`src/pkg/srcc_pkg.sv`:
```
// Constants shared by the receive-channel configuration and datapath
//
// Overview of operation
// - Framing-character select at 1 makes the framer hunt for the K28.5 comma.
// - Decode style 1 gives native special-character output, 0 gives the alternate form.
// - Decoder enable 1 decodes 10B/8B; 0 passes raw 10-bit characters through.
// - Clock source 0 loads the output register from the recovered character timing.
// - Clock source 1 uses the reference clock; elastic buffer inserts or deletes K28.5.
// - Rate 1 gives complementary output clocks at half the character rate.
// - Rate 0 gives complementary full-rate output clocks at the character rate.
// - Framer mode "10" realigns only on two commas within 50 bits, same boundary.
package srcc_pkg;

    // ------------------------------------------------------------------
    // Character and framing geometry
    // ------------------------------------------------------------------
    localparam int CHAR_BITS       = 10;
    localparam int FRAME_SPAN_BITS = 50;
    localparam int MAX_DET_DIST    = FRAME_SPAN_BITS - CHAR_BITS;
    localparam int CLK_HIGH_CYCLES = CHAR_BITS / 2;
    localparam int FIFO_DEPTH      = 4;
    localparam int WORD_W          = 11;

    // ------------------------------------------------------------------
    // Register map (byte addresses on the 4-bit port)
    // ------------------------------------------------------------------
    localparam int       ADDR_W    = 4;
    localparam int       DATA_W    = 8;
    localparam bit [3:0] CFG_BASE  = 4'h0;
    localparam bit [3:0] STAT_BASE = 4'h4;
    localparam bit [7:0] CFG_RESET = 8'h00;

    // Configuration latch fields
    localparam int FMODE_LSB  = 0;
    localparam int FCHAR_BIT  = 2;
    localparam int DSTYLE_BIT = 3;
    localparam int DECEN_BIT  = 4;
    localparam int CSRC_BIT   = 5;
    localparam int RATE_BIT   = 6;

    // Status fields
    localparam int ST_FRAMED   = 0;
    localparam int ST_CODE_ERR = 1;
    localparam int ST_OVERFLOW = 2;
    localparam int ST_INSERT   = 3;
    localparam int ST_DELETE   = 4;

    // Framer modes
    localparam bit [1:0] FMODE_OFF    = 2'h0;
    localparam bit [1:0] FMODE_SINGLE = 2'h1;
    localparam bit [1:0] FMODE_MULTI  = 2'h2;

    // Comma patterns, first transmitted bit in the MSB
    localparam bit [9:0] K28_5_RDN  = 10'h0fa;
    localparam bit [9:0] K28_5_RDP  = 10'h305;
    localparam bit [6:0] COMMA_RDN  = 7'h1f;
    localparam bit [6:0] COMMA_RDP  = 7'h60;
    localparam bit [5:0] K28_6B_RDN = 6'h0f;
    localparam bit [5:0] K28_6B_RDP = 6'h30;

endpackage

```
`src/rtl/srcc_fifo.sv`:
```
// Small synchronous FIFO used as the receive elasticity buffer
`timescale 1ns/1ps
module srcc_fifo #(
    parameter int WIDTH = 11,
    parameter int DEPTH = 4
) (
    input  wire logic             sys_clk,
    input  wire logic             rst,
    input  wire logic             in_valid,
    output logic                  in_ready,
    input  wire logic [WIDTH-1:0] in_data,
    output logic                  out_valid,
    input  wire logic             out_ready,
    output logic      [WIDTH-1:0] out_data
);
    localparam int PW = $clog2(DEPTH);

    logic [WIDTH-1:0] mem_reg [DEPTH];
    logic [PW-1:0]    wr_ptr_reg;
    logic [PW-1:0]    rd_ptr_reg;
    logic [PW:0]      count_reg;
    logic             push;
    logic             pop;

    // Honest flags straight from the occupancy count
    assign in_ready  = (count_reg != (PW+1)'(DEPTH));
    assign out_valid = (count_reg != '0);
    assign out_data  = mem_reg[rd_ptr_reg];
    assign push      = in_valid && in_ready;
    assign pop       = out_valid && out_ready;

    // Storage write
    always_ff @(posedge sys_clk) begin
        if (push) begin
            mem_reg[wr_ptr_reg] <= in_data;
        end
    end

    // Pointers wrap at DEPTH, which need not be a power of two
    always_ff @(posedge sys_clk) begin
        if (rst) begin
            wr_ptr_reg <= '0;
            rd_ptr_reg <= '0;
            count_reg  <= '0;
        end else begin
            if (push) begin
                wr_ptr_reg <= (wr_ptr_reg == PW'(DEPTH-1)) ? '0 : wr_ptr_reg + 1'b1;
            end
            if (pop) begin
                rd_ptr_reg <= (rd_ptr_reg == PW'(DEPTH-1)) ? '0 : rd_ptr_reg + 1'b1;
            end
            count_reg <= count_reg + (PW+1)'(push) - (PW+1)'(pop);
        end
    end
endmodule

```
`src/rtl/srcc_rx_channel.sv`:
```
// Receive channel: config latches, framer, 10B/8B decoder, output clocking
//
// Our own choices: the register offsets and the plain strobed port.
`timescale 1ns/1ps
module srcc_rx_channel #(
    parameter bit [1:0] CHAN_ID = 2'h0
) (
    input  wire logic        sys_clk,
    input  wire logic        rst,
    input  wire logic [3:0]  cfg_addr,
    input  wire logic [7:0]  cfg_wdata,
    input  wire logic        cfg_wr,
    input  wire logic        cfg_rd,
    output logic      [7:0]  cfg_rdata,
    input  wire logic        ser_bit,
    input  wire logic        ser_bit_valid,
    input  wire logic        local_reference_clock,
    output logic      [9:0]  rx_char_data,
    output logic             rx_char_special,
    output logic             rx_out_clk_true,
    output logic             rx_out_clk_comp
);
    // ------------------------------------------------------------------
    // Decode helpers
    // ------------------------------------------------------------------
    // Returns {valid, EDCBA}
    function automatic logic [5:0] dec6(input logic [5:0] s);
        unique case (s)
            6'h27, 6'h18: dec6 = 6'h20; 6'h1d, 6'h22: dec6 = 6'h21;
            6'h2d, 6'h12: dec6 = 6'h22; 6'h31:        dec6 = 6'h23;
            6'h35, 6'h0a: dec6 = 6'h24; 6'h29:        dec6 = 6'h25;
            6'h19:        dec6 = 6'h26; 6'h38, 6'h07: dec6 = 6'h27;
            6'h39, 6'h06: dec6 = 6'h28; 6'h25:        dec6 = 6'h29;
            6'h15:        dec6 = 6'h2a; 6'h34:        dec6 = 6'h2b;
            6'h0d:        dec6 = 6'h2c; 6'h2c:        dec6 = 6'h2d;
            6'h1c:        dec6 = 6'h2e; 6'h17, 6'h28: dec6 = 6'h2f;
            6'h1b, 6'h24: dec6 = 6'h30; 6'h23:        dec6 = 6'h31;
            6'h13:        dec6 = 6'h32; 6'h32:        dec6 = 6'h33;
            6'h0b:        dec6 = 6'h34; 6'h2a:        dec6 = 6'h35;
            6'h1a:        dec6 = 6'h36; 6'h3a, 6'h05: dec6 = 6'h37;
            6'h33, 6'h0c: dec6 = 6'h38; 6'h26:        dec6 = 6'h39;
            6'h16:        dec6 = 6'h3a; 6'h36, 6'h09: dec6 = 6'h3b;
            6'h0e, 6'h0f, 6'h30: dec6 = 6'h3c;
            6'h2e, 6'h11: dec6 = 6'h3d; 6'h1e, 6'h21: dec6 = 6'h3e;
            6'h2b, 6'h14: dec6 = 6'h3f;
            default:      dec6 = 6'h00;
        endcase
    endfunction

    // Returns {valid, HGF}
    function automatic logic [3:0] dec4(input logic [3:0] f);
        unique case (f)
            4'hb, 4'h4: dec4 = 4'h8; 4'h9:       dec4 = 4'h9;
            4'h5:       dec4 = 4'ha; 4'hc, 4'h3: dec4 = 4'hb;
            4'hd, 4'h2: dec4 = 4'hc; 4'ha:       dec4 = 4'hd;
            4'h6:       dec4 = 4'he;
            4'he, 4'h1, 4'h7, 4'h8: dec4 = 4'hf;
            default:    dec4 = 4'h0;
        endcase
    endfunction

    // Builds the FIFO/output word {special, data[9:0]} from a raw character
    function automatic logic [10:0] make_word(input logic [9:0] raw, input logic dec_en,
                                              input logic native);
        logic [5:0] d6;
        logic [3:0] d4;
        logic       k28;
        logic       kalt;
        logic       spec;
        logic       err;
        k28  = (raw[9:4] == srcc_pkg::K28_6B_RDN) || (raw[9:4] == srcc_pkg::K28_6B_RDP);
        // K28 with positive disparity carries an inverted tail
        d4   = dec4((raw[9:4] == srcc_pkg::K28_6B_RDP) ? ~raw[3:0] : raw[3:0]);
        d6   = dec6(raw[9:4]);
        kalt = ((raw[3:0] == 4'h7) || (raw[3:0] == 4'h8)) &&
               ((d6[4:0] == 5'h17) || (d6[4:0] == 5'h1b) ||
                (d6[4:0] == 5'h1d) || (d6[4:0] == 5'h1e));
        spec = k28 || kalt;
        err  = !d6[5] || !d4[3];
        if (!dec_en) begin
            make_word = {1'b0, raw};
        end else if (native) begin
            make_word = {spec, 1'b0, err, d4[2:0], d6[4:0]};
        end else begin
            make_word = {1'b0, spec, err, d4[2:0], d6[4:0]};
        end
    endfunction

    // ------------------------------------------------------------------
    // Configuration and status latches
    // ------------------------------------------------------------------
    logic [7:0] cfg_reg;
    logic [4:0] stat_reg;
    logic [7:0] cfg_rdata_reg;
    logic       cfg_hit;
    logic       stat_hit;

    logic [1:0] fmode;
    logic       fchar;
    logic       native;
    logic       dec_en;
    logic       src_ref;
    logic       half_rate;

    // Only this channel's own addresses reach its latches
    assign cfg_hit   = (cfg_addr == (srcc_pkg::CFG_BASE | {2'h0, CHAN_ID}));
    assign stat_hit  = (cfg_addr == (srcc_pkg::STAT_BASE | {2'h0, CHAN_ID}));
    assign fmode     = cfg_reg[srcc_pkg::FMODE_LSB +: 2];
    assign fchar     = cfg_reg[srcc_pkg::FCHAR_BIT];
    assign native    = cfg_reg[srcc_pkg::DSTYLE_BIT];
    assign dec_en    = cfg_reg[srcc_pkg::DECEN_BIT];
    assign src_ref   = cfg_reg[srcc_pkg::CSRC_BIT];
    assign half_rate = cfg_reg[srcc_pkg::RATE_BIT];
    assign cfg_rdata = cfg_rdata_reg;

    // Configuration latch write
    always_ff @(posedge sys_clk) begin
        if (rst) begin
            cfg_reg <= srcc_pkg::CFG_RESET;
        end else if (cfg_wr && cfg_hit) begin
            cfg_reg <= cfg_wdata;
        end
    end

    // Read data stands only in the cycle after the strobe; unmapped reads give zero
    always_ff @(posedge sys_clk) begin
        if (rst || !cfg_rd) begin
            cfg_rdata_reg <= 8'h00;
        end else if (cfg_hit) begin
            cfg_rdata_reg <= cfg_reg;
        end else if (stat_hit) begin
            cfg_rdata_reg <= {3'h0, stat_reg};
        end else begin
            cfg_rdata_reg <= 8'h00;
        end
    end

    // ------------------------------------------------------------------
    // Framer
    // ------------------------------------------------------------------
    logic [9:0] sh_reg;
    logic [9:0] sh_next;
    logic [3:0] bitpos_reg;
    logic [5:0] dist_reg;
    logic [5:0] dist_next;
    logic       seen_reg;
    logic       comma_hit;
    logic       pair_ok;
    logic       realign;
    logic       char_end;
    logic       is_k285;

    assign sh_next   = {sh_reg[8:0], ser_bit};
    assign is_k285   = (sh_next == srcc_pkg::K28_5_RDN) || (sh_next == srcc_pkg::K28_5_RDP);
    // Full K28.5 when selected, else any 7-bit comma
    assign comma_hit = ser_bit_valid && (fchar ? is_k285 :
                       ((sh_next[9:3] == srcc_pkg::COMMA_RDN) ||
                        (sh_next[9:3] == srcc_pkg::COMMA_RDP)));
    assign dist_next = (dist_reg == 6'h3f) ? dist_reg : dist_reg + 6'h01;
    // Second comma within the span and on a whole-character spacing
    assign pair_ok   = seen_reg && (dist_next <= 6'(srcc_pkg::MAX_DET_DIST)) &&
                       ((dist_next % 6'(srcc_pkg::CHAR_BITS)) == 6'h00);
    assign realign   = comma_hit && ((fmode == srcc_pkg::FMODE_SINGLE) ||
                       ((fmode == srcc_pkg::FMODE_MULTI) && pair_ok));
    assign char_end  = ser_bit_valid &&
                       ((bitpos_reg == 4'(srcc_pkg::CHAR_BITS - 1)) || realign);

    // Deserializer shift register
    always_ff @(posedge sys_clk) begin
        if (rst) begin
            sh_reg <= 10'h000;
        end else if (ser_bit_valid) begin
            sh_reg <= sh_next;
        end
    end

    // Character boundary counter; a realign closes the character on this bit
    always_ff @(posedge sys_clk) begin
        if (rst) begin
            bitpos_reg <= 4'h0;
        end else if (char_end) begin
            bitpos_reg <= 4'h0;
        end else if (ser_bit_valid) begin
            bitpos_reg <= bitpos_reg + 4'h1;
        end
    end

    // Distance since the last comma, saturating so stale commas never pair up
    always_ff @(posedge sys_clk) begin
        if (rst) begin
            dist_reg <= 6'h3f;
            seen_reg <= 1'b0;
        end else if (comma_hit) begin
            dist_reg <= 6'h00;
            seen_reg <= 1'b1;
        end else if (ser_bit_valid) begin
            dist_reg <= dist_next;
        end
    end

    // ------------------------------------------------------------------
    // Elasticity buffer and output register source
    // ------------------------------------------------------------------
    logic [10:0] cur_word;
    logic [10:0] fill_word;
    logic [10:0] fifo_word;
    logic        fifo_in_ready;
    logic        fifo_out_valid;
    logic        fifo_push;
    logic        fifo_pop;
    logic        del_comma;
    logic        overflow;
    logic        insert;
    logic        out_load;
    logic [10:0] out_word;

    assign cur_word  = make_word(sh_next, dec_en, native);
    assign fill_word = make_word(srcc_pkg::K28_5_RDN, dec_en, native);
    assign fifo_push = src_ref && char_end;
    // A full buffer sheds an arriving comma as a delete; losing data is flagged as overflow
    assign del_comma = fifo_push && !fifo_in_ready && is_k285;
    assign overflow  = fifo_push && !fifo_in_ready && !is_k285;
    assign fifo_pop  = src_ref && local_reference_clock;
    assign insert    = fifo_pop && !fifo_out_valid;
    assign out_load  = src_ref ? local_reference_clock : char_end;
    assign out_word  = !src_ref ? cur_word :
                       (fifo_out_valid ? fifo_word : fill_word);

    srcc_fifo #(
        .WIDTH (srcc_pkg::WORD_W),
        .DEPTH (srcc_pkg::FIFO_DEPTH)
    ) u_elastic (
        .sys_clk   (sys_clk),
        .rst       (rst || !src_ref),
        .in_valid  (fifo_push),
        .in_ready  (fifo_in_ready),
        .in_data   (cur_word),
        .out_valid (fifo_out_valid),
        .out_ready (fifo_pop),
        .out_data  (fifo_word)
    );

    // Status: sticky events, write one to clear bits 4:1, framed cleared by a config write, a new event beats the clear
    always_ff @(posedge sys_clk) begin
        if (rst) begin
            stat_reg <= 5'h00;
        end else begin
            if (cfg_wr && stat_hit) begin
                stat_reg[4:1] <= stat_reg[4:1] & ~cfg_wdata[4:1];
            end
            if (cfg_wr && cfg_hit) begin
                stat_reg[srcc_pkg::ST_FRAMED] <= 1'b0;
            end
            if (realign) begin
                stat_reg[srcc_pkg::ST_FRAMED] <= 1'b1;
            end
            if (out_load && dec_en && out_word[8]) begin
                stat_reg[srcc_pkg::ST_CODE_ERR] <= 1'b1;
            end
            if (overflow) begin
                stat_reg[srcc_pkg::ST_OVERFLOW] <= 1'b1;
            end
            if (insert) begin
                stat_reg[srcc_pkg::ST_INSERT] <= 1'b1;
            end
            if (del_comma) begin
                stat_reg[srcc_pkg::ST_DELETE] <= 1'b1;
            end
        end
    end

    // ------------------------------------------------------------------
    // Output register and receive output clocks
    // ------------------------------------------------------------------
    logic [3:0] ph_reg;
    logic       clk_true_reg;
    logic       clk_true_next;
    logic       clk_comp_reg;

    assign rx_out_clk_true = clk_true_reg;
    assign rx_out_clk_comp = clk_comp_reg;

    // Output data register
    always_ff @(posedge sys_clk) begin
        if (rst) begin
            rx_char_data    <= 10'h000;
            rx_char_special <= 1'b0;
        end else if (out_load) begin
            rx_char_data    <= out_word[9:0];
            rx_char_special <= out_word[10];
        end
    end

    // Full rate: high for half a character after each load; half rate: toggle per load
    always_comb begin
        clk_true_next = clk_true_reg;
        if (out_load) begin
            clk_true_next = half_rate ? !clk_true_reg : 1'b1;
        end else if (!half_rate && (ph_reg == 4'(srcc_pkg::CLK_HIGH_CYCLES - 1))) begin
            clk_true_next = 1'b0;
        end
    end

    // Both clock outputs come from flops; complement is built, not inverted, to avoid a glitch
    always_ff @(posedge sys_clk) begin
        if (rst) begin
            clk_true_reg <= 1'b0;
            clk_comp_reg <= 1'b1;
            ph_reg       <= 4'hf;
        end else begin
            clk_true_reg <= clk_true_next;
            clk_comp_reg <= !clk_true_next;
            if (out_load) begin
                ph_reg <= 4'h0;
            end else if (ph_reg != 4'hf) begin
                ph_reg <= ph_reg + 4'h1;
            end
        end
    end

    // ------------------------------------------------------------------
    // Assertions
    // ------------------------------------------------------------------
    a_foreign_write: assert property (@(posedge sys_clk) disable iff (rst)
        (cfg_wr && !cfg_hit) |=> (cfg_reg == $past(cfg_reg)))
        else $error("Latch changed on a write to another address");

    a_k285_frame: assert property (@(posedge sys_clk) disable iff (rst)
        (fchar && fmode == srcc_pkg::FMODE_SINGLE && ser_bit_valid && is_k285) |-> char_end)
        else $error("K28.5 did not close a character");

    a_native_style: assert property (@(posedge sys_clk) disable iff (rst)
        (out_load && !src_ref && dec_en && !native) |=> !rx_char_special)
        else $error("Alternate style raised the native special flag");

    a_bypass_raw: assert property (@(posedge sys_clk) disable iff (rst)
        (out_load && !src_ref && !dec_en) |=> (rx_char_data == $past(sh_next)))
        else $error("Bypassed character not passed raw");

    a_recovered_load: assert property (@(posedge sys_clk) disable iff (rst)
        (!src_ref && char_end) |=> (ph_reg == 4'h0))
        else $error("Recovered character not loaded");

    a_insert_fill: assert property (@(posedge sys_clk) disable iff (rst)
        insert |=> ({rx_char_special, rx_char_data} == $past(fill_word)))
        else $error("Empty buffer did not present K28.5");

    a_half_toggle: assert property (@(posedge sys_clk) disable iff (rst)
        (out_load && half_rate) |=> (rx_out_clk_true != $past(rx_out_clk_true)) &&
                                    (rx_out_clk_comp == !rx_out_clk_true))
        else $error("Half-rate clocks did not toggle");

    a_full_high: assert property (@(posedge sys_clk) disable iff (rst)
        (out_load && !half_rate) ##1 (!out_load && !half_rate)[*5] |->
            rx_out_clk_true ##1 !rx_out_clk_true)
        else $error("Full-rate clock high phase wrong");

    a_multi_pair: assert property (@(posedge sys_clk) disable iff (rst)
        (fmode == srcc_pkg::FMODE_MULTI && realign) |->
            (seen_reg && (dist_next inside {6'h0a, 6'h14, 6'h1e, 6'h28})))
        else $error("Multi-byte framer realigned on a lone comma");

    c_multi_realign: cover property (@(posedge sys_clk) disable iff (rst)
        fmode == srcc_pkg::FMODE_MULTI && realign);
    c_insert: cover property (@(posedge sys_clk) disable iff (rst) insert);
    c_delete: cover property (@(posedge sys_clk) disable iff (rst) del_comma);
    c_half_load: cover property (@(posedge sys_clk) disable iff (rst) out_load && half_rate);
endmodule

```
`config.mk`:
```
export PLATFORM = sky130hd
export DESIGN_NAME = srcc_rx_channel
export DESIGN_NICKNAME = d
export VERILOG_FILES = /design/src/pkg/srcc_pkg.sv /design/src/rtl/srcc_fifo.sv /design/src/rtl/srcc_rx_channel.sv
export SDC_FILE = /design/constraint.sdc
export NUM_CORES = 1
export LEC_CHECK = 0
export ABC_AREA = 1
export BUFFER_PORTS_ARGS = -buffer_cell sky130_fd_sc_hd__buf_2
export CORE_AREA = 2 2 116 95
export CTS_CLUSTER_SIZE = 28
export DETAILED_ROUTE_END_ITERATION = 8
export DIE_AREA = 0 0 118 97
export GPL_ROUTABILITY_DRIVEN = 0
export PLACE_DENSITY = 0.78
export SYNTH_ARGS = -nofsm -noshare
export SYNTH_HDL_FRONTEND = slang
export SYNTH_SLANG_ARGS = --single-unit
```
`constraint.sdc`:
```
create_clock -name sys_clk -period 6.34 [get_ports sys_clk]
set_input_delay 0.317 -clock sys_clk [delete_from_list [all_inputs] [get_ports sys_clk]]
set_output_delay 0.317 -clock sys_clk [all_outputs]
set_load 0.01 [all_outputs]
```
==> results of run 1 <==
[Yosys cell counts (8+ instances only)]
library cell / number
inv_1: 75
nand2_2: 8
a21oi_1: 51
ha_1: 25
o21ai_0: 65
clkbuf_1: 24
nand4_1: 9
o22ai_1: 15
nand2_1: 137
nand3_1: 44
dfxtp_1: 73
nor2_1: 87
nor3_1: 8
edfxtp_1: 44
[cell type report]
class                      count  share of cell area
clock buffer                  19              0.0626
tap                          140              0.0253
inverter                      81              0.0440
sequential                   117               0.403
multi-input combinational    522               0.412
clock inverter                13              0.0228
timing repair buffer          41              0.0304
[logic make-up after synthesis]
kind of cell,after synthesis
adders and majority gates,26
buffers and inverters,110
DFF,117
AOI/OAI and AO/OA,167
and+or+nand+nor,321
xor gates and xnor gates,8
[layer usage]
metal / share of wire / GRT usage
met1: 0.43 / 0.349
met2: 0.47 / 0.411
met3: 0.080 / 0.0613
met4: 0.015 / 0.0899
met5: 0 / 0
[report_power, final]
group          switching, W  internal (W)  total (W)  leakage (nW)
sequential        0.0000268      0.000809   0.000836          1.00
clock              0.000325      0.000615   0.000940         0.281
combinational      0.000183     0.0000965   0.000280          1.67
[final timing paths]
| path | end | slack (ns) | cells past startpoint |
|---|---|---|---|
| worst max-delay path | u_elastic.mem_reg[3][0] | 2.64 | 23 |
| worst max register to register | u_elastic.mem_reg[3][0] | 2.64 | 23 |
| worst min register to register | cfg_rdata[7] | 0.45 | 2 |
| worst min-delay path | cfg_reg[7] | 0.19 | 3 |
[tightest hold or removal path, stage by stage]
cell and delay (ns):
buf_2 0.07, o21ai_0 0.07, a21oi_1 0.10
[metrics by stage]
| stage | std cells | util | setup slack [ns] |
|---|---|---|---|
| 3_5_place_dp | 901 | 0.620 | 2.66 |
| 6_report | 933 | 0.678 | 2.64 |
| 2_1_floorplan | 749 | - | 3.18 |
| 3_3_place_gp | 901 | 0.620 | 2.89 |
| 5_1_grt | 933 | 0.678 | 2.30 |
| 4_1_cts | 933 | 0.678 | 2.65 |
==> impl_metrics.csv, run 1 <==
group,metric,value,unit
setup_path,path_class,"reg2reg",
power_and_ir_drop,ir_drop,0.249,mV
sta,final_max_slew_viol_count,0,
clock_tree,clockRootBuffer,"clkbuf_16",
grt,grt_pass1_wl,23.8,mm
floorplanning,rows,33,
synth,synthTopCellsByArea,"dfxtp_1 24%, edfxtp_1 22%, nand2_1 8.5%, nor2_1 5.4%, o21ai_0 5.4%",
grt,grt_usage,0.259,
sta,whs,0.187,ns
clock_tree,cts.sinks,117,
sta,fmax,0.270,GHz
synth,synth_seq_area_share,0.458,
sta,skew,0.00600,ns
final_layout,antenna_cells,0,
clock_tree,cts-buffers-inserted,17,
floorplanning,core_region_area,10200,µm²
setup_path,crit_top_cell,"nand2_1",
routing,routed_wl,14.4,mm
setup_path,cpMaxStageDelayCell,"nor2_1",
floorplanning,start_util,0.595,
routing,first_pass_iters,6,
placement,io_buffers,39,
setup_path,arrival,3.73,ns
synth,synthAdderAreaFrac,0.0548,
placement,placed_cell_area,6320,µm²
setup_path,r2r_start,"dist_reg[1]",
clock_tree,ctsHtreeMaxLevel,4,
power_and_ir_drop,p_per_area,297,nW/µm²
grt,grt_pass1_vias,4911,
clock_tree,max-clock-path-buffers,2,
synth,synth_edf_count,44,
final_layout,layout_commonest_cell,"nand2_1",
power_and_ir_drop,p_leak,2.96,nW
synth,synth-xor-area-share,0.0115,
synth,synth.avg_cell_area,8.11,µm²
synth,synth_top_family_by_area,"simple AND/OR/NAND/NOR gates",
sta,worst_pin_slew,1.29,ns
clock_tree,ctsHoldBuffers,0,
setup_path,cp_max_fo,11,
grt,gr-total-overflow,0,
final_layout,layout_common_cells,"137 x nand2_1, 87 x nor2_1, 75 x inv_1, 73 x dfxtp_1, 65 x o21ai_0",
synth,ys_types,52,
outcome,status,"finished, final reports clean",
final_layout,seq_area,2780,µm²
final_layout,multiInputGateArea,2850,µm²
setup_path,cp.required,6.37,ns
min_path,hp-start,"cfg_wdata[7]",
power_and_ir_drop,fin_total_pwr,0.00206,W
sta,fin_crit_sh,0.583,
setup_path,crit_path_cell_trace,"ha_1 -> nand2_2 -> inv_1 -> nor2_1 -> nand2_1 -> nand2_1 -> inv_2 -> nand2_1 -> nor2_1 -> a21oi_1 -> ha_1 -> inv_1 -> nand3_1 -> nand2_1 -> inv_1 -> nand2_1 -> nand2_1 -> nand3_1 -> nand2_2 -> nand2_4 -> nand2_2 -> nand3_4 -> nor2_1",
grt,antenna_found_initial,0,
synth,yosys_warnings,0,
routing,ant_nets,0,
sta,rsz0062_at_grt,"no",
min_path,worstHoldPathType,"in2reg",
setup_path,worst-path-buf-inv,4,
routing,remaining_drc_errors,0,
sta,slew_headroom,0.129,
clock_tree,path_clk_slew,0.05,ns
final_layout,design_area,6910,µm²
sta,tns,0,ns
synth,ys_ff_latch,117,
final_layout,fillCellCount,804,
final_layout,nNetsFinal,825,
routing,drt_iter0_markers,602,
floorplanning,die_y,97,µm
flow_run,max-cap-violations,0,
clock_tree,clk_latency,0.41,ns
synth,yosys.area_share.simple,0.244,
sta,finalHoldViolCount,0,
final_layout,drive_gt1_frac,0.139,
synth,synth_mux_area_frac,0,
floorplanning,die_area,11400,µm²
setup_path,startpoint,"dist_reg[1]",
synth,syn_area,6070,µm²
synth,syn_nets,794,
setup_path,endpoint_kind,"register",
final_layout,syn_to_final_growth,13.8,%
floorplanning,ios,40,
grt,grt_max_degree,28,
synth,yosys.area.top_type_share,0.241,
routing,vias,5359,
synth,synth_largest_area_cell,"dfxtp_1",
setup_path,slowest_delay,0.78,ns
routing,via_per_inst,5.74,
setup_path,cp_top_family,"simple AND/OR/NAND/NOR gates",
synth,synth_compound_area_frac,0.159,
routing,wl_per_cell,15.4,µm
sta,period_minus_slack,3.70,ns
clock_tree,cts_setup_buffers,0,
clock_tree,post_cts_resized,0,
synth,synth_async_sr_flop_share,0,
sta,setup_violations,0,
setup_path,start_kind,"register",
synth,syn_inst,749,
placement,hpwl,10.1,mm
synth,ys.flop_type,"dfxtp_1",
floorplanning,fp.dieW,118,µm
final_layout,largest_register_ffs,44,
clock_tree,cts_tree,"done",
Note: power is estimated with default switching activity, not from simulation.
==> run 2: changes to the inputs <==
==> constraint.sdc (replaced) <==
create_clock -name sys_clk -period 3.6 [get_ports sys_clk]
set_input_delay 0.18 -clock sys_clk [delete_from_list [all_inputs] [get_ports sys_clk]]
set_output_delay 0.18 -clock sys_clk [all_outputs]
set_load 0.01 [all_outputs]
==> impl_metrics.csv, run 2 (synthesis gave the netlist of run 1 again) <==
group,metric,value,unit
outcome,status,"finished, final reports clean",
sta,final_max_slew_viol_count,0,
final_layout,syn_to_final_growth,15.3,%
clock_tree,max-clock-path-buffers,2,
setup_path,r2r-end,"u_elastic.count_reg[2]",
grt,grt_max_degree,28,
setup_path,endpoint_kind,"register",
clock_tree,clockRootBuffer,"clkbuf_16",
power_and_ir_drop,ir_drop,0.395,mV
setup_path,r2r_start,"dist_reg[0]",
final_layout,nNetsFinal,835,
setup_path,reg2reg_slack,0.32,ns
setup_path,cpMaxStageDelayCell,"dfxtp_4",
flow_run,max-cap-violations,0,
routing,via_per_inst,5.63,
final_layout,largest_register_ffs,44,
routing,remaining_drc_errors,0,
sta,fin_crit_sh,0.912,
setup_path,arrival,3.59,ns
setup_path,cp-endpoint,"u_elastic.count_reg[2]",
grt,grt_pass1_vias,4866,
sta,skew,0.0128,ns
setup_path,cp_max_fo,9,
routing,vias,5313,
floorplanning,die_y,97,µm
clock_tree,ctsHtreeMaxLevel,4,
clock_tree,clk_latency,0.42,ns
power_and_ir_drop,internal_power,0.00257,W
final_layout,fillCellCount,816,
clock_tree,cts_tree,"done",
final_layout,layout_commonest_cell,"nand2_1",
placement,io_buffers,39,
setup_path,path_class,"reg2reg",
routing,first_pass_iters,8,
floorplanning,fp.dieW,118,µm
sta,tns,0,ns
floorplanning,core_region_area,10200,µm²
setup_path,cp.required,3.91,ns
power_and_ir_drop,p_per_area,505,nW/µm²
power_and_ir_drop,power.share.combinational,0.142,
power_and_ir_drop,switching_power,0.000967,W
clock_tree,cts-buffers-inserted,17,
final_layout,layout_common_cells,"136 x nand2_1, 86 x nor2_1, 74 x inv_1, 70 x dfxtp_1, 65 x o21ai_0",
sta,worst_pin_slew,1.26,ns
floorplanning,die_area,11400,µm²
grt,grt_usage,0.254,
sta,whs,0.0506,ns
grt,antenna_found_initial,0,
grt,grt_pass1_wl,23.4,mm
clock_tree,path_clk_slew,0.06,ns
sta,slew_headroom,0.154,
floorplanning,ios,40,
power_and_ir_drop,clkPwrFrac,0.441,
power_and_ir_drop,p_leak,3.00,nW
placement,hpwl,9.88,mm
final_layout,antenna_cells,0,
setup_path,rr_worst_depth,29,
sta,fmax,0.305,GHz
floorplanning,rows,33,
routing,drt_iter0_markers,413,
sta,setup_violations,0,
setup_path,start_kind,"register",
routing,wl_per_cell,15.1,µm
sta,finalHoldViolCount,0,
min_path,min_path_cells,3,
sta,period_minus_slack,3.28,ns
setup_path,startpoint,"dist_reg[0]",
floorplanning,start_util,0.595,
routing,routed_wl,14.2,mm
setup_path,slowest_delay,0.38,ns
clock_tree,ctsHoldBuffers,0,
min_path,worstHoldPathType,"in2reg",
clock_tree,cts.sinks,117,
final_layout,drive_gt1_frac,0.162,
grt,gr-total-overflow,0,
routing,ant_nets,0,
power_and_ir_drop,pwr-share-seq,0.416,
power_and_ir_drop,sw_frac_of_total,0.273,
run 2: power by group through the flow:
stage | combinational, W | sequential (W) | clock [W]
4_1_cts | 0.000481 | 0.00147 | 0.00157
6_report | 0.000503 | 0.00147 | 0.00156
3_5_place_dp | 0.000477 | 0.00150 | 0
3_3_place_gp | 0.000453 | 0.00149 | 0
5_1_grt | 0.000578 | 0.00148 | 0.00163
2_1_floorplan | 0.000378 | 0.00149 | 0
run 2: worst min-delay path by stage:
stage | start | end | slack [ns]
finish | cfg_wdata[6] | cfg_reg[6] | 0.05
global route | local_reference_clock | stat_reg[3] | 0.08
CTS | cfg_wdata[6] | cfg_reg[6] | 0.04
detailed placement | cfg_reg[7] | cfg_rdata[7] | 0.44
global placement | cfg_reg[7] | cfg_rdata[7] | 0.42
floorplan | local_reference_clock | stat_reg[3] | 0.35
run 2: what timing repair did:
action                                  in CTS  in global routing
resized for setup                            0                 13
setup buffers                                0                  1
endpoints found under the setup margin       0                  3
run 2: layer usage:
metal  vias to the layer above  wire [µm]  GRT usage
li1                       2619          -          -
met1                      2485       6530      0.344
met2                       196       6730      0.413
met3                        13        862     0.0507
met4                         0        127     0.0741
met5                         -          0          0
run 2: metrics by stage:
step | area [µm²] | power, W | std cells | setup slack [ns] | util
finish | 7000 | 0.00354 | 943 | 0.317 | 0.686
global route | 7000 | 0.00369 | 943 | -0.00807 | 0.686
CTS | 6950 | 0.00352 | 942 | 0.0728 | 0.682
detailed placement | 6390 | 0.00197 | 910 | 0.0930 | 0.626
global placement | 6390 | 0.00195 | 910 | 0.301 | 0.626
floorplan | 6070 | 0.00186 | 749 | 0.441 | -
run 2: worst max-delay path, delay by kind of cell (launching register included):
kind	cells	cell delay [ns]
flip-flops	1	0.38
AO/OA/AOI/OAI	1	0.05
adder cells (fa/ha/maj)	4	0.96
buffers and inverters	7	0.45
XOR/XNOR	1	0.17
AND/OR/NAND/NOR	16	1.18
run 2: layout make-up:
type / instances / area, µm² / share of cell area
inverters: 81 / 304 / 0.0434
clock buffers: 22 / 489 / 0.0699
clock inverters: 10 / 72.6 / 0.0104
repair buffers: 51 / 285 / 0.0408
multi-input cells: 522 / 2880 / 0.412
well taps: 140 / 175 / 0.0250
flip-flops and latches: 117 / 2790 / 0.399
==> run 3: changes to the inputs <==
--- a/config.mk
+++ b/config.mk
@@ -8,6 +8,7 @@
 export ABC_AREA = 1
 export BUFFER_PORTS_ARGS = -buffer_cell sky130_fd_sc_hd__buf_2
 export CORE_AREA = 2 2 116 95
+export CTS_BUF_LIST = sky130_fd_sc_hd__clkbuf_8 sky130_fd_sc_hd__clkbuf_16
 export CTS_CLUSTER_SIZE = 28
 export DETAILED_ROUTE_END_ITERATION = 8
 export DIE_AREA = 0 0 118 97
==> impl_metrics.csv, run 3 (synthesis gave the netlist of run 1 again) <==
group,metric,value,unit
sta,skew,0.0119,ns
setup_path,path_class,"reg2reg",
min_path,hp-start,"cfg_wdata[6]",
flow_run,max-cap-violations,0,
grt,antenna_found_initial,0,
sta,period_minus_slack,3.28,ns
floorplanning,start_util,0.595,
setup_path,arrival,3.59,ns
setup_path,rr_worst_depth,29,
final_layout,largest_register_ffs,44,
placement,io_buffers,39,
final_layout,utilization,0.686,
setup_path,cp_max_fo,9,
routing,wl_per_cell,15.0,µm
sta,slew_headroom,0.161,
floorplanning,fp.dieW,118,µm
min_path,min_path_cells,3,
grt,grt_usage,0.254,
setup_path,cpMaxStageDelayCell,"dfxtp_4",
routing,remaining_drc_errors,0,
final_layout,layout_commonest_cell,"nand2_1",
floorplanning,die_y,97,µm
clock_tree,clk_latency,0.41,ns
clock_tree,max-clock-path-buffers,2,
sta,final_max_slew_viol_count,0,
routing,routed_wl,14.2,mm
floorplanning,die_area,11400,µm²
routing,first_pass_iters,7,
setup_path,reg2reg_slack,0.32,ns
setup_path,worst-path-buf-inv,7,
final_layout,layout_common_cells,"136 x nand2_1, 86 x nor2_1, 76 x inv_1, 70 x dfxtp_1, 65 x o21ai_0",
min_path,holdPathEnd,"cfg_reg[6]",
grt,grt_max_degree,28,
sta,setup_violations,0,
placement,dp.cells,910,
sta,worst_pin_slew,1.25,ns
grt,gr-total-overflow,0,
setup_path,r2r-end,"u_elastic.count_reg[2]",
final_layout,syn_to_final_growth,15.2,%
floorplanning,rows,33,
clock_tree,cts.sinks,117,
sta,fin_crit_sh,0.912,
final_layout,drive_gt1_frac,0.161,
routing,ant_nets,0,
final_layout,fillCellCount,815,
setup_path,cp.required,3.91,ns
final_layout,fin_cells,943,
final_layout,nNetsFinal,835,
setup_path,r2r_start,"dist_reg[0]",
sta,finalHoldViolCount,0,
clock_tree,cts_tree,"done",
sta,fmax,0.304,GHz
routing,vias,5327,
setup_path,endpoint_kind,"register",
power_and_ir_drop,p_leak,3.01,nW
setup_path,cp.depth,29,
clock_tree,path_clk_slew,0.06,ns
sta,tns,0,ns
setup_path,cp_top_family,"simple AND/OR/NAND/NOR gates",
setup_path,slowest_delay,0.38,ns
routing,drt_iter0_markers,425,
clock_tree,cts-buffers-inserted,17,
grt,grt_pass1_wl,23.4,mm
sta,postLayoutSetupSlackWorst,0.315,ns
placement,hpwl,9.88,mm
power_and_ir_drop,fin_total_pwr,0.00352,W
clock_tree,ctsHoldBuffers,0,
grt,grt_pass1_vias,4871,
clock_tree,ctsHtreeMaxLevel,4,
power_and_ir_drop,p_per_area,503,nW/µm²
setup_path,start_kind,"register",
final_layout,antenna_cells,0,
floorplanning,core_region_area,10200,µm²
placement,dp_slack,0.0930,ns
routing,via_per_inst,5.65,
min_path,worstHoldPathType,"in2reg",
floorplanning,ios,40,
clock_tree,clockRootBuffer,"clkbuf_16",
power_and_ir_drop,ir_drop,0.396,mV
outcome,status,"finished, final reports clean",
==> run 3: worst max path at each step <==
stage	from	to
floorplan	dist_reg[1]	u_elastic.count_reg[2]
global placement	dist_reg[1]	u_elastic.count_reg[2]
detailed placement	dist_reg[1]	u_elastic.count_reg[2]
CTS	dist_reg[1]	u_elastic.count_reg[2]
global route	dist_reg[1]	u_elastic.count_reg[2]
finish	dist_reg[0]	u_elastic.count_reg[2]
==> run 3: cell type report <==
| type | count | area [µm²] | share of cell area |
|---|---|---|---|
| clock buffer | 20 | 478 | 0.0683 |
| tap | 140 | 175 | 0.0250 |
| inverter | 81 | 304 | 0.0435 |
| timing repair buffer | 51 | 285 | 0.0408 |
| sequential | 117 | 2790 | 0.399 |
| clock inverter | 12 | 80.1 | 0.0114 |
| multi-input combinational | 522 | 2880 | 0.412 |
==> run 3: power breakdown <==
group	switching, W	leakage (nW)	internal [W]
combinational	0.000323	1.73	0.000181
sequential	0.0000475	1.00	0.00143
clock	0.000592	0.276	0.000950
total	0.000962	3.01	0.00256
==> run 3: tightest hold or removal path, delay by kind of cell <==
kind | cells | cell delay (ns)
buffers and inverters | 1 | 0.07
AO/OA/AOI/OAI | 2 | 0.18
==> run 3: repair_timing <==
| action | in CTS | in global routing |
|---|---|---|
| buffers inserted | 0 | 1 |
| resized for setup | 0 | 13 |
| endpoints found under the setup margin | 0 | 3 |
==> run 3: through the flow <==
step / hold slack [ns] / instance area [µm²]
6_report: 0.0526 / 6990
2_1_floorplan: 0.347 / 6070
5_1_grt: 0.0833 / 6990
3_3_place_gp: 0.424 / 6390
4_1_cts: 0.0432 / 6950
3_5_place_dp: 0.443 / 6390
==> run 3: layer usage <==
metal  vias to the layer above  track usage  share of wire
met5                         -            0              0
met4                         0       0.0778          0.011
met3                        18       0.0507          0.061
met2                       204        0.411           0.48
met1                      2486        0.344           0.45
li1                       2619            -              -
